===== src/rac_defs.svh =====
// Offsets, field positions, reset values and counts of the alarm control block
`ifndef RAC_DEFS_SVH
`define RAC_DEFS_SVH

// Register byte offsets
`define RAC_OFS_CTRL      8'h00
`define RAC_OFS_IRQ_STAT  8'h04
`define RAC_OFS_IRQ_EN    8'h08
`define RAC_OFS_IRQ_CLR   8'h0C

// Alarm control field positions
`define RAC_BIT_ENABLE    15
`define RAC_BIT_CHIME     14
`define RAC_BIT_PIV       13
`define RAC_BIT_SYNC      12
`define RAC_INT_HI        11
`define RAC_INT_LO        8
`define RAC_RPT_HI        7
`define RAC_RPT_LO        0

// Repeat counter limits
`define RAC_RPT_MAX       8'hFF
`define RAC_RPT_ZERO      8'h00
`define RAC_RPT_ONE       8'h01

// Prescaler distance that still counts as near a rollover, in RTC clocks
`define RAC_SYNC_WINDOW   32
`define RAC_PRESCALE_W    15

// Interrupt status layout
`define RAC_IRQ_W         2
`define RAC_IRQ_EVT       0
`define RAC_IRQ_AUTOOFF   1

// Reset values
`define RAC_CTRL_RESET    32'h0000_0000
`define RAC_IRQ_RESET     2'h0

`endif


===== src/rac_pkg.sv =====
// Types shared by the alarm control block
`include "rac_defs.svh"

package rac_pkg;

  // Alarm interval codes; codes above the yearly one are reserved
  typedef enum logic [3:0] {
    RAC_IV_HALF_SEC = 4'b0000,
    RAC_IV_SECOND   = 4'b0001,
    RAC_IV_TEN_SEC  = 4'b0010,
    RAC_IV_MINUTE   = 4'b0011,
    RAC_IV_TEN_MIN  = 4'b0100,
    RAC_IV_HOUR     = 4'b0101,
    RAC_IV_DAY      = 4'b0110,
    RAC_IV_WEEK     = 4'b0111,
    RAC_IV_MONTH    = 4'b1000,
    RAC_IV_YEAR     = 4'b1001
  } rac_interval_type;

  // Calendar side signals seen by the alarm logic
  typedef struct packed {
    logic                          on;
    logic                          half_roll;
    logic [`RAC_PRESCALE_W-1:0]    prescale;
    logic [9:0]                    match;
    logic                          alarm_feb29;
    logic                          leap_year;
  } rac_cal_type;

  // Alarm state carried into the readable domain
  typedef struct packed {
    logic       alarm_enable;
    logic [7:0] alarm_repeat_count;
  } rac_state_type;

endpackage : rac_pkg


===== src/rac_sync2.sv =====
// Two-stage synchroniser for the readable copy of the alarm state
`timescale 1ns/10ps
`default_nettype none

module rac_sync2 #(
  parameter int WIDTH = 9
) (
  // Clock and reset
  input  wire logic             pclk,
  input  wire logic             presetn,
  // Data
  input  wire logic [WIDTH-1:0] din,
  output var  logic [WIDTH-1:0] dout
);

  logic [WIDTH-1:0] meta_q;

  // Width refused at elaboration
  if (WIDTH < 1)
  begin : g_bad_width
    $error("rac_sync2: WIDTH must be at least 1");
  end

  ////////////////////////////////////////////////////////////////////////////
  // First stage feeds only the second stage
  always_ff @(posedge pclk or negedge presetn)
  begin
    if (!presetn)
    begin
      meta_q <= '0;
      dout   <= '0;
    end
    else
    begin
      meta_q <= din;
      dout   <= meta_q;
    end
  end

endmodule // rac_sync2

`default_nettype wire


===== src/rac_alarm_ctrl.sv =====
// Alarm control register and alarm sequencing of the calendar unit
//
// Decided for this implementation: the register addresses and the APB register port.
`timescale 1ns/10ps
`default_nettype none
`include "rac_defs.svh"

// How it works
// - Alarm events occur only while alarm_enable is set.
// - With chime on, the repeat count wraps from 00 to FF.
// - With chime off, the repeat count stops at 00.
// - Pulse initial value is writable while alarms are disabled.
// - While enabled, pulse value writes are ignored; reads show pulse level.
// - Sync flag is high within 32 RTC clocks of a half-second rollover.
// - Repeat count and enable reach the read path through synchronisers.
// - Four-bit interval code selects the alarm period; 1010 and up reserved.
// - Yearly alarm on February 29 fires only in leap years.
// - Event at count 00 with chime off clears alarm_enable.
// - The register resets only on power-on reset.
module rac_alarm_ctrl
  import rac_pkg::*;
#(
  parameter int ADDR_W      = 8,
  parameter int SYNC_WINDOW = `RAC_SYNC_WINDOW
) (
  // APB clock and power-on reset
  input  wire logic                pclk,
  input  wire logic                presetn,
  // APB slave
  input  wire logic [ADDR_W-1:0]   paddr,
  input  wire logic                psel,
  input  wire logic                penable,
  input  wire logic                pwrite,
  input  wire logic [31:0]         pwdata,
  output var  logic [31:0]         prdata,
  output var  logic                pready,
  output var  logic                pslverr,
  // Calendar side
  input  wire rac_pkg::rac_cal_type cal,
  // Alarm outputs
  output var  logic                alarm_pulse,
  output var  logic                irq
);

  import rac_pkg::*;

  ////////////////////////////////////////////////////////////////////////////
  // Parameter checks, refused at elaboration
  if (SYNC_WINDOW < 1 || SYNC_WINDOW >= (1 << `RAC_PRESCALE_W))
  begin : g_bad_window
    $error("rac_alarm_ctrl: SYNC_WINDOW out of range");
  end
  if (ADDR_W < 4)
  begin : g_bad_addr
    $error("rac_alarm_ctrl: ADDR_W too small for the register map");
  end

  ////////////////////////////////////////////////////////////////////////////
  // Functions

  // Reserved interval codes never produce an event
  function automatic logic interval_reserved(input logic [3:0] sel);
    interval_reserved = (sel > RAC_IV_YEAR);
  endfunction

  // Interval match for the selected period
  function automatic logic interval_hit(input logic [3:0] sel, input rac_cal_type c);
    logic hit;
    hit = 1'b0;
    if (interval_reserved(sel))
    begin
      hit = 1'b0;
    end
    else if (sel == RAC_IV_YEAR)
    begin
      hit = c.match[9] && (!c.alarm_feb29 || c.leap_year);
    end
    else
    begin
      hit = c.match[sel];
    end
    interval_hit = hit;
  endfunction

  ////////////////////////////////////////////////////////////////////////////
  // Declarations
  logic                      en_q;
  logic                      en_d;
  logic                      chime_q;
  logic                      chime_d;
  logic                      pulse_q;
  logic                      pulse_d;
  logic [3:0]                int_q;
  logic [3:0]                int_d;
  logic [7:0]                rpt_q;
  logic [7:0]                rpt_d;
  logic                      sync_flag_q;
  logic [`RAC_IRQ_W-1:0]     stat_q;
  logic [`RAC_IRQ_W-1:0]     stat_d;
  logic [`RAC_IRQ_W-1:0]     irq_en_q;
  logic [31:0]               prdata_q;
  rac_state_type             live_state;
  rac_state_type             read_state;

  ////////////////////////////////////////////////////////////////////////////
  // APB decode
  wire hit_ctrl   = (paddr == ADDR_W'(`RAC_OFS_CTRL));
  wire hit_stat   = (paddr == ADDR_W'(`RAC_OFS_IRQ_STAT));
  wire hit_en     = (paddr == ADDR_W'(`RAC_OFS_IRQ_EN));
  wire hit_clr    = (paddr == ADDR_W'(`RAC_OFS_IRQ_CLR));
  wire addr_hit   = hit_ctrl || hit_stat || hit_en || hit_clr;
  wire setup_ph   = psel && !penable;
  wire access_ph  = psel && penable;
  wire wr_acc     = access_ph && pwrite && addr_hit;
  wire wr_ctrl    = wr_acc && hit_ctrl;
  wire wr_irq_en  = wr_acc && hit_en;
  wire wr_irq_clr = wr_acc && hit_clr;

  // Zero wait states; read data is latched in the setup cycle
  assign pready  = 1'b1;
  assign pslverr = access_ph && !addr_hit;
  assign prdata  = prdata_q;

  ////////////////////////////////////////////////////////////////////////////
  // Alarm event and its consequences
  wire alarm_evt = en_q && cal.on && cal.half_roll && interval_hit(int_q, cal);
  wire rpt_zero  = (rpt_q == `RAC_RPT_ZERO);
  wire auto_off  = alarm_evt && rpt_zero && !chime_q;
  wire rpt_step  = alarm_evt && !(rpt_zero && !chime_q);

  // A software write wins over the same-cycle hardware update
  assign en_d    = wr_ctrl ? pwdata[`RAC_BIT_ENABLE] : (auto_off ? 1'b0 : en_q);
  assign chime_d = wr_ctrl ? pwdata[`RAC_BIT_CHIME] : chime_q;
  assign int_d   = wr_ctrl ? pwdata[`RAC_INT_HI:`RAC_INT_LO] : int_q;
  // Decrement wraps 00 to FF naturally when chime allows it
  assign rpt_d   = wr_ctrl  ? pwdata[`RAC_RPT_HI:`RAC_RPT_LO] :
                   rpt_step ? rpt_q - `RAC_RPT_ONE : rpt_q;
  // Initial pulse level only accepted while alarms are off
  assign pulse_d = (wr_ctrl && !en_q) ? pwdata[`RAC_BIT_PIV] :
                   alarm_evt          ? ~pulse_q : pulse_q;

  ////////////////////////////////////////////////////////////////////////////
  // Control register; presetn is the power-on reset only
  always_ff @(posedge pclk or negedge presetn)
  begin
    if (!presetn)
    begin
      en_q    <= 1'b0;
      chime_q <= 1'b0;
      pulse_q <= 1'b0;
      int_q   <= 4'h0;
      rpt_q   <= `RAC_RPT_ZERO;
    end
    else
    begin
      en_q    <= en_d;
      chime_q <= chime_d;
      pulse_q <= pulse_d;
      int_q   <= int_d;
      rpt_q   <= rpt_d;
    end
  end

  assign alarm_pulse = pulse_q;

  ////////////////////////////////////////////////////////////////////////////
  // Rollover proximity; prescaler counts up to all ones then rolls
  wire [`RAC_PRESCALE_W-1:0] to_roll  = {`RAC_PRESCALE_W{1'b1}} - cal.prescale;
  wire                       near_roll = (to_roll <= `RAC_PRESCALE_W'(SYNC_WINDOW));

  always_ff @(posedge pclk or negedge presetn)
  begin
    if (!presetn)
    begin
      sync_flag_q <= 1'b0;
    end
    else
    begin
      sync_flag_q <= near_roll;
    end
  end

  ////////////////////////////////////////////////////////////////////////////
  // Readable copy of enable and repeat count, two stages behind
  assign live_state.alarm_enable       = en_q;
  assign live_state.alarm_repeat_count = rpt_q;

  rac_sync2 #(
    .WIDTH ($bits(rac_state_type))
  ) u_state_sync (
    .pclk    (pclk),
    .presetn (presetn),
    .din     (live_state),
    .dout    (read_state)
  );

  ////////////////////////////////////////////////////////////////////////////
  // Interrupt status: set wins over a same-cycle clear
  wire [`RAC_IRQ_W-1:0] irq_set = {auto_off, alarm_evt};
  wire [`RAC_IRQ_W-1:0] irq_clr = wr_irq_clr ? pwdata[`RAC_IRQ_W-1:0] : '0;

  assign stat_d = (stat_q & ~irq_clr) | irq_set;
  assign irq    = |(stat_q & irq_en_q);

  always_ff @(posedge pclk or negedge presetn)
  begin
    if (!presetn)
    begin
      stat_q   <= `RAC_IRQ_RESET;
      irq_en_q <= `RAC_IRQ_RESET;
    end
    else
    begin
      stat_q   <= stat_d;
      irq_en_q <= wr_irq_en ? pwdata[`RAC_IRQ_W-1:0] : irq_en_q;
    end
  end

  ////////////////////////////////////////////////////////////////////////////
  // Read data mux; clear register reads as zero
  wire [31:0] ctrl_rd = {16'h0000,
                         read_state.alarm_enable,
                         chime_q,
                         pulse_q,
                         sync_flag_q,
                         int_q,
                         read_state.alarm_repeat_count};
  wire [31:0] rd_mux  = hit_ctrl ? ctrl_rd :
                        hit_stat ? {30'h0, stat_q} :
                        hit_en   ? {30'h0, irq_en_q} : 32'h0000_0000;

  always_ff @(posedge pclk or negedge presetn)
  begin
    if (!presetn)
    begin
      prdata_q <= 32'h0000_0000;
    end
    else if (setup_ph && !pwrite)
    begin
      prdata_q <= rd_mux;
    end
  end

  ////////////////////////////////////////////////////////////////////////////
  // Checks
  a_disabled_silent: assert property (@(posedge pclk) disable iff (!presetn)
    (!en_q && !wr_ctrl) |=> $stable(pulse_q) && $stable(rpt_q))
    else $error("alarm state moved while alarms disabled");

  a_chime_wraps: assert property (@(posedge pclk) disable iff (!presetn)
    (alarm_evt && chime_q && rpt_zero && !wr_ctrl) |=> (rpt_q == `RAC_RPT_MAX))
    else $error("repeat count did not wrap to FF");

  a_count_stops: assert property (@(posedge pclk) disable iff (!presetn)
    (alarm_evt && !chime_q && rpt_zero && !wr_ctrl) |=> (rpt_q == `RAC_RPT_ZERO))
    else $error("repeat count moved past zero");

  a_piv_taken: assert property (@(posedge pclk) disable iff (!presetn)
    (wr_ctrl && !en_q) |=> (pulse_q == $past(pwdata[`RAC_BIT_PIV])))
    else $error("pulse initial value not taken");

  a_piv_ignored: assert property (@(posedge pclk) disable iff (!presetn)
    (wr_ctrl && en_q && !alarm_evt) |=> $stable(pulse_q))
    else $error("pulse value changed by write while enabled");

  a_sync_flag: assert property (@(posedge pclk) disable iff (!presetn)
    ((cal.prescale < {`RAC_PRESCALE_W{1'b1}} - `RAC_PRESCALE_W'(SYNC_WINDOW)) ##1 1'b1)
      |-> !sync_flag_q)
    else $error("sync flag high far from rollover");

  a_read_delay: assert property (@(posedge pclk) disable iff (!presetn)
    ##2 (read_state.alarm_repeat_count == $past(rpt_q, 2)))
    else $error("readable repeat count not two stages behind");

  a_reserved_code: assert property (@(posedge pclk) disable iff (!presetn)
    (int_q >= 4'hA && !wr_ctrl) |=> $stable(pulse_q) && $stable(rpt_q))
    else $error("event on reserved interval code");

  a_leap_only: assert property (@(posedge pclk) disable iff (!presetn)
    (int_q == RAC_IV_YEAR && cal.alarm_feb29 && !cal.leap_year && !wr_ctrl)
      |=> $stable(pulse_q))
    else $error("February 29 alarm fired outside leap year");

  a_auto_disable: assert property (@(posedge pclk) disable iff (!presetn)
    (alarm_evt && rpt_zero && !chime_q && !wr_ctrl) |=> !en_q ##1 !alarm_evt)
    else $error("alarm enable not cleared at last repeat");

  a_pulse_toggle: assert property (@(posedge pclk) disable iff (!presetn)
    (alarm_evt && !wr_ctrl && !rpt_zero) |=> (pulse_q != $past(pulse_q))
      && (rpt_q == $past(rpt_q) - `RAC_RPT_ONE))
    else $error("event did not toggle pulse and step count");

  // Enable and configuration only move by a write or an alarm event
  a_en_written: assert property (@(posedge pclk) disable iff (!presetn)
    wr_ctrl |=> (en_q == $past(pwdata[`RAC_BIT_ENABLE])))
    else $error("alarm enable write not taken");

  a_cal_off_quiet: assert property (@(posedge pclk) disable iff (!presetn)
    (!cal.on && !wr_ctrl) |=> $stable(pulse_q) && $stable(rpt_q))
    else $error("alarm state moved while calendar off");

  a_chime_keeps_on: assert property (@(posedge pclk) disable iff (!presetn)
    (alarm_evt && chime_q && !wr_ctrl) |=> en_q)
    else $error("chime alarm stopped");

  a_config_kept: assert property (@(posedge pclk) disable iff (!presetn)
    !wr_ctrl |=> $stable(chime_q) && $stable(int_q))
    else $error("alarm configuration lost without a write");

  a_count_frozen: assert property (@(posedge pclk) disable iff (!presetn)
    (!alarm_evt && !wr_ctrl) |=> $stable(rpt_q))
    else $error("repeat count moved without an event");

  a_year_fires: assert property (@(posedge pclk) disable iff (!presetn)
    (en_q && cal.on && cal.half_roll && cal.match[9] && int_q == RAC_IV_YEAR
      && cal.leap_year && !wr_ctrl) |=> (pulse_q != $past(pulse_q)))
    else $error("yearly alarm missed in leap year");

  // Read path two stages behind, flag raised ahead of the rollover
  a_enable_read: assert property (@(posedge pclk) disable iff (!presetn)
    ##2 (read_state.alarm_enable == $past(en_q, 2)))
    else $error("readable enable not two stages behind");

  a_sync_near: assert property (@(posedge pclk) disable iff (!presetn)
    (cal.prescale >= {`RAC_PRESCALE_W{1'b1}} - `RAC_PRESCALE_W'(SYNC_WINDOW))
      |=> sync_flag_q)
    else $error("sync flag low near rollover");

  // Interrupt status bits follow their events
  a_evt_flagged: assert property (@(posedge pclk) disable iff (!presetn)
    alarm_evt |=> stat_q[`RAC_IRQ_EVT])
    else $error("alarm event not recorded in status");

  a_off_flagged: assert property (@(posedge pclk) disable iff (!presetn)
    auto_off |=> stat_q[`RAC_IRQ_AUTOOFF])
    else $error("auto disable not recorded in status");

  a_clear_works: assert property (@(posedge pclk) disable iff (!presetn)
    (wr_irq_clr && pwdata[`RAC_IRQ_EVT] && !alarm_evt) |=> !stat_q[`RAC_IRQ_EVT])
    else $error("event status not cleared");

endmodule // rac_alarm_ctrl

`default_nettype wire


===== config.mk =====
export PLATFORM = sky130hd
export DESIGN_NAME = rac_alarm_ctrl
export DESIGN_NICKNAME = d
export VERILOG_FILES = /design/src/rac_pkg.sv /design/src/rac_sync2.sv /design/src/rac_alarm_ctrl.sv
export VERILOG_INCLUDE_DIRS = /design/src
export SDC_FILE = /design/constraint.sdc
export NUM_CORES = 1
export LEC_CHECK = 0
export ABC_AREA = 1
export BUFFER_PORTS_ARGS = -buffer_cell sky130_fd_sc_hd__buf_2
export CORE_MARGIN = 5
export CORE_UTILIZATION = 52
export CTS_CLUSTER_DIAMETER = 200
export DETAILED_ROUTE_END_ITERATION = 7
export PLACE_DENSITY = 0.95
export SLEW_MARGIN = 20
export SYNTH_ARGS = -nofsm -noshare
export SYNTH_HDL_FRONTEND = slang
export SYNTH_SLANG_ARGS = --single-unit
export TNS_END_PERCENT = 50

===== constraint.sdc =====
create_clock -name pclk -period 3.6 [get_ports pclk]
set_input_delay 0.18 -clock pclk [delete_from_list [all_inputs] [get_ports pclk]]
set_output_delay 0.18 -clock pclk [all_outputs]
set_load 0.02 [all_outputs]

==> impl_metrics.py <==
metrics = {
    "run_status": {
        "status": "completed",
    },
    "sta": {
        "slew_headroom_pct": 62.0,
        "hold_viol_final": 0,
        "layout_min_cycle_time_ns": 1.60,
        "fin_crit_sh_pct": 44.4,
        "slew_viol_final": 0,
        "tightest_slew_ns": 0.571,
        "setup_tns_ns": 0,
        "setup-violations-final": 0,
        "fmax_ghz": 0.625,
        "worst_slack_ns": 2.00,
        "rsz0062_at_grt": "false",
        "skew_ns": 0.00986,
    },
    "synthesis": {
        "dominantRegCellSynth": "dfrtp_1",
        "synth_most_common_cell": "nand2_1",
        "synth_top_cell_by_area": "dfrtp_1",
        "ys_seq_area_share_pct": 51.2,
        "synth_top_cell_area_share_pct": 51.2,
        "synth.area.top_cells": "dfrtp_1 (51%), nand2_1 (11%), nand3_1 (7.6%)",
        "synth.top_cells.by_count": "nand2_1 (79), dfrtp_1 (54), nand3_1 (40)",
        "synth_warnings": 0,
        "syn_area_per_cell_um2": 8.54,
        "ys_ff_latch": 54,
        "syn_inst": 309,
        "synth_edf_count": 0,
        "syn_area_um2": 2640,
        "synth.distinct_cells": 30,
        "async_reset_ff_share_pct": 100,
    },
    "die": {
        "ios": 110,
        "num_rows": 26,
        "die_area_um2": 6600,
        "die_h_um": 81.2,
        "coreArea_um2": 5010,
        "start_util_pct": 52.6,
        "die_w_um": 81.2,
    },
    "global_routing": {
        "grt_max_degree": 33,
        "grt_pass1_vias": 2152,
        "gr-usage-all-layers_pct": 17.6,
        "grt_overflow": 0,
        "grt_pass1_wl_mm": 8.95,
        "antenna_found_initial": 0,
    },
    "placement": {
        "gp_congestion": 0.861,
        "dpl_worst_slack_ns": 1.85,
        "io_buffers": 75,
        "hpwlAfterDp_mm": 4.32,
    },
    "drt": {
        "viasPerCell": 4.79,
        "wirelength_mm": 5.51,
        "drt_first_pass_iters": 4,
        "drt_iter0_drc": 148,
        "vias": 2180,
        "ant_nets": 0,
        "wl_per_cell_um": 12.1,
        "route.detailed.drc": 0,
    },
    "setup_path": {
        "crit_buf_inv": 2,
        "path_cells": "inv_1 -> ha_1 -> inv_1 -> nor4_1 -> nand2_1 -> nand2_4 -> nand2_4 -> nand2_1 -> nand2_1",
        "end_kind": "flip-flop",
        "max_stage_delay_ns": 0.40,
        "path_common_cell": "nand2_1",
        "start_kind": "flip-flop",
        "critical_path_class": "reg2reg",
        "worstPathRequired_ns": 3.80,
        "cp_max_fo": 9,
        "worstPathArrival_ns": 1.80,
        "cp_top_family": "simple AND/OR/NAND/NOR gates",
        "cp_slowest_cell": "dfrtp_1",
    },
    "clock_tree": {
        "cts_resized": 0,
        "cts_tree": "built",
        "h-tree-depth": 2,
        "path_clk_slew_ns": 0.09,
        "clk_latency_ns": 0.30,
        "cts_hold_buffers": 1,
        "postCtsSetupBuffers": 0,
        "ctsLongestPathBuffers": 2,
        "cts.sinks": 54,
        "cts_made_buffers": 5,
        "cts_root_buf": "clkbuf_8",
    },
    "power_and_ir_drop": {
        "p_clk_share_pct": 29.2,
        "p_int_mw": 0.806,
        "seq_power_share_pct": 58.2,
        "finalPower_mw": 1.08,
        "power_density_nw_per_um2": 350,
        "share_comb_of_total_power_pct": 12.6,
        "p_switching_mw": 0.278,
        "power.leakage_nw": 1.75,
        "irDropWorstVdd_mv": 0.190,
        "swShare_pct": 25.6,
    },
    "layout": {
        "multi_input_area_um2": 1010,
        "num_antenna_cells": 0,
        "fillers": 466,
        "drive_above_1_share_pct": 25.2,
        "fin_nets": 461,
        "seq_area_um2": 1350,
        "synthToLayoutAreaGrowth_pct": 17.3,
    },
    "job": {
        "max-cap-violations": 0,
    },
    "worst_hold_path": {
        "hold_path.class": "in2reg",
    },
}
## layer usage
layer | global-route usage, % | share of wire [%]
met5 | 0 | 0
met4 | 7.43 | 1.3
met3 | 4.21 | 6.2
met2 | 32.3 | 52
met1 | 19.2 | 40
## final timing paths
check                                       start                    to  slack (ns)  depth (start not counted)
max                                      rpt_q[0]              rpt_q[1]        2.00                          9
min                                    pwdata[14]               chime_q        0.07                          3
max reg2reg                              rpt_q[0]              rpt_q[1]        2.00                          9
min reg2reg                u_state_sync.meta_q[8]  u_state_sync.dout[8]        0.35                          0
max in group asynchronous                 presetn             prdata[0]        2.44                          3
min in group asynchronous                 presetn              int_q[1]        0.39                          2
## area by class of cell
class,instances,area share [%]
Sequential cell,54,43.7
Clock inverter,1,0.243
Clock buffer,6,2.35
Tap cell,70,2.83
Timing Repair Buffer,78,12.9
Inverter,42,5.14
Multi-Input combinational cell,204,32.8
## sequential cells by signal, indices dropped and copies added (netlist names)
register and cells:
en_q 1, rpt_q 8, chime_q 1, alarm_pulse 1
int_q 4, sync_flag_q 1, u_state_sync.meta_q 9, prdata 16
u_state_sync.dout 9, stat_q 2, irq_en_q 2
## metrics by stage
step                      hold slack [ns]  std cells  area, µm²  util [%]
final                              0.0736        455       3090      61.7
after global routing               0.0876        455       3090      61.7
after CTS                          0.0583        455       3090      61.7
after detailed placement            0.213        447       3000      59.9
after global placement              0.199        447       3000      59.9
after floorplan                    -0.116        324       2690         -
## worst register-to-register path, cell delays in order (launching register included)
cell and delay (ns):
dfrtp_1 0.40, inv_1 0.13, ha_1 0.17, inv_1 0.04, nor4_1 0.23, nand2_1 0.15
nand2_4 0.16, nand2_4 0.10, nand2_1 0.08, nand2_1 0.05
## cells in the final DEF, fill, tap and decap left out, drive strengths merged, types with 2 or more instances in the layout
cell type   n
nand4       3
dfrtp      54
nand2      82
nand3      42
and3        2
ha          2
clkbuf      6
conb       17
buf        77
nor3        3
nor4        2
nor2       11
inv        41
o21ai      31
xor2        4
## power by group through the flow
stage / Sequential, mW / Combinational, mW / Clock, mW
floorplan: 0.642 / 0.0920 / 0
global placement: 0.642 / 0.130 / 0
detailed placement: 0.643 / 0.135 / 0
CTS: 0.631 / 0.137 / 0.324
global route: 0.633 / 0.154 / 0.352
finish: 0.631 / 0.136 / 0.316
## cells by family after synthesis
kind of cell               after synthesis  share of synthesized area, %
AOI/OAI and AO/OA                       34                          6.74
xor gates and xnor gates                 5                          1.66
adders and majority gates                2                         0.949
buffers and inverters                   66                          12.4
DFF                                     54                          51.2
other                                    2                         0.285
and+or+nand+nor                        146                          26.7
(Power assumes the default switching activity.)
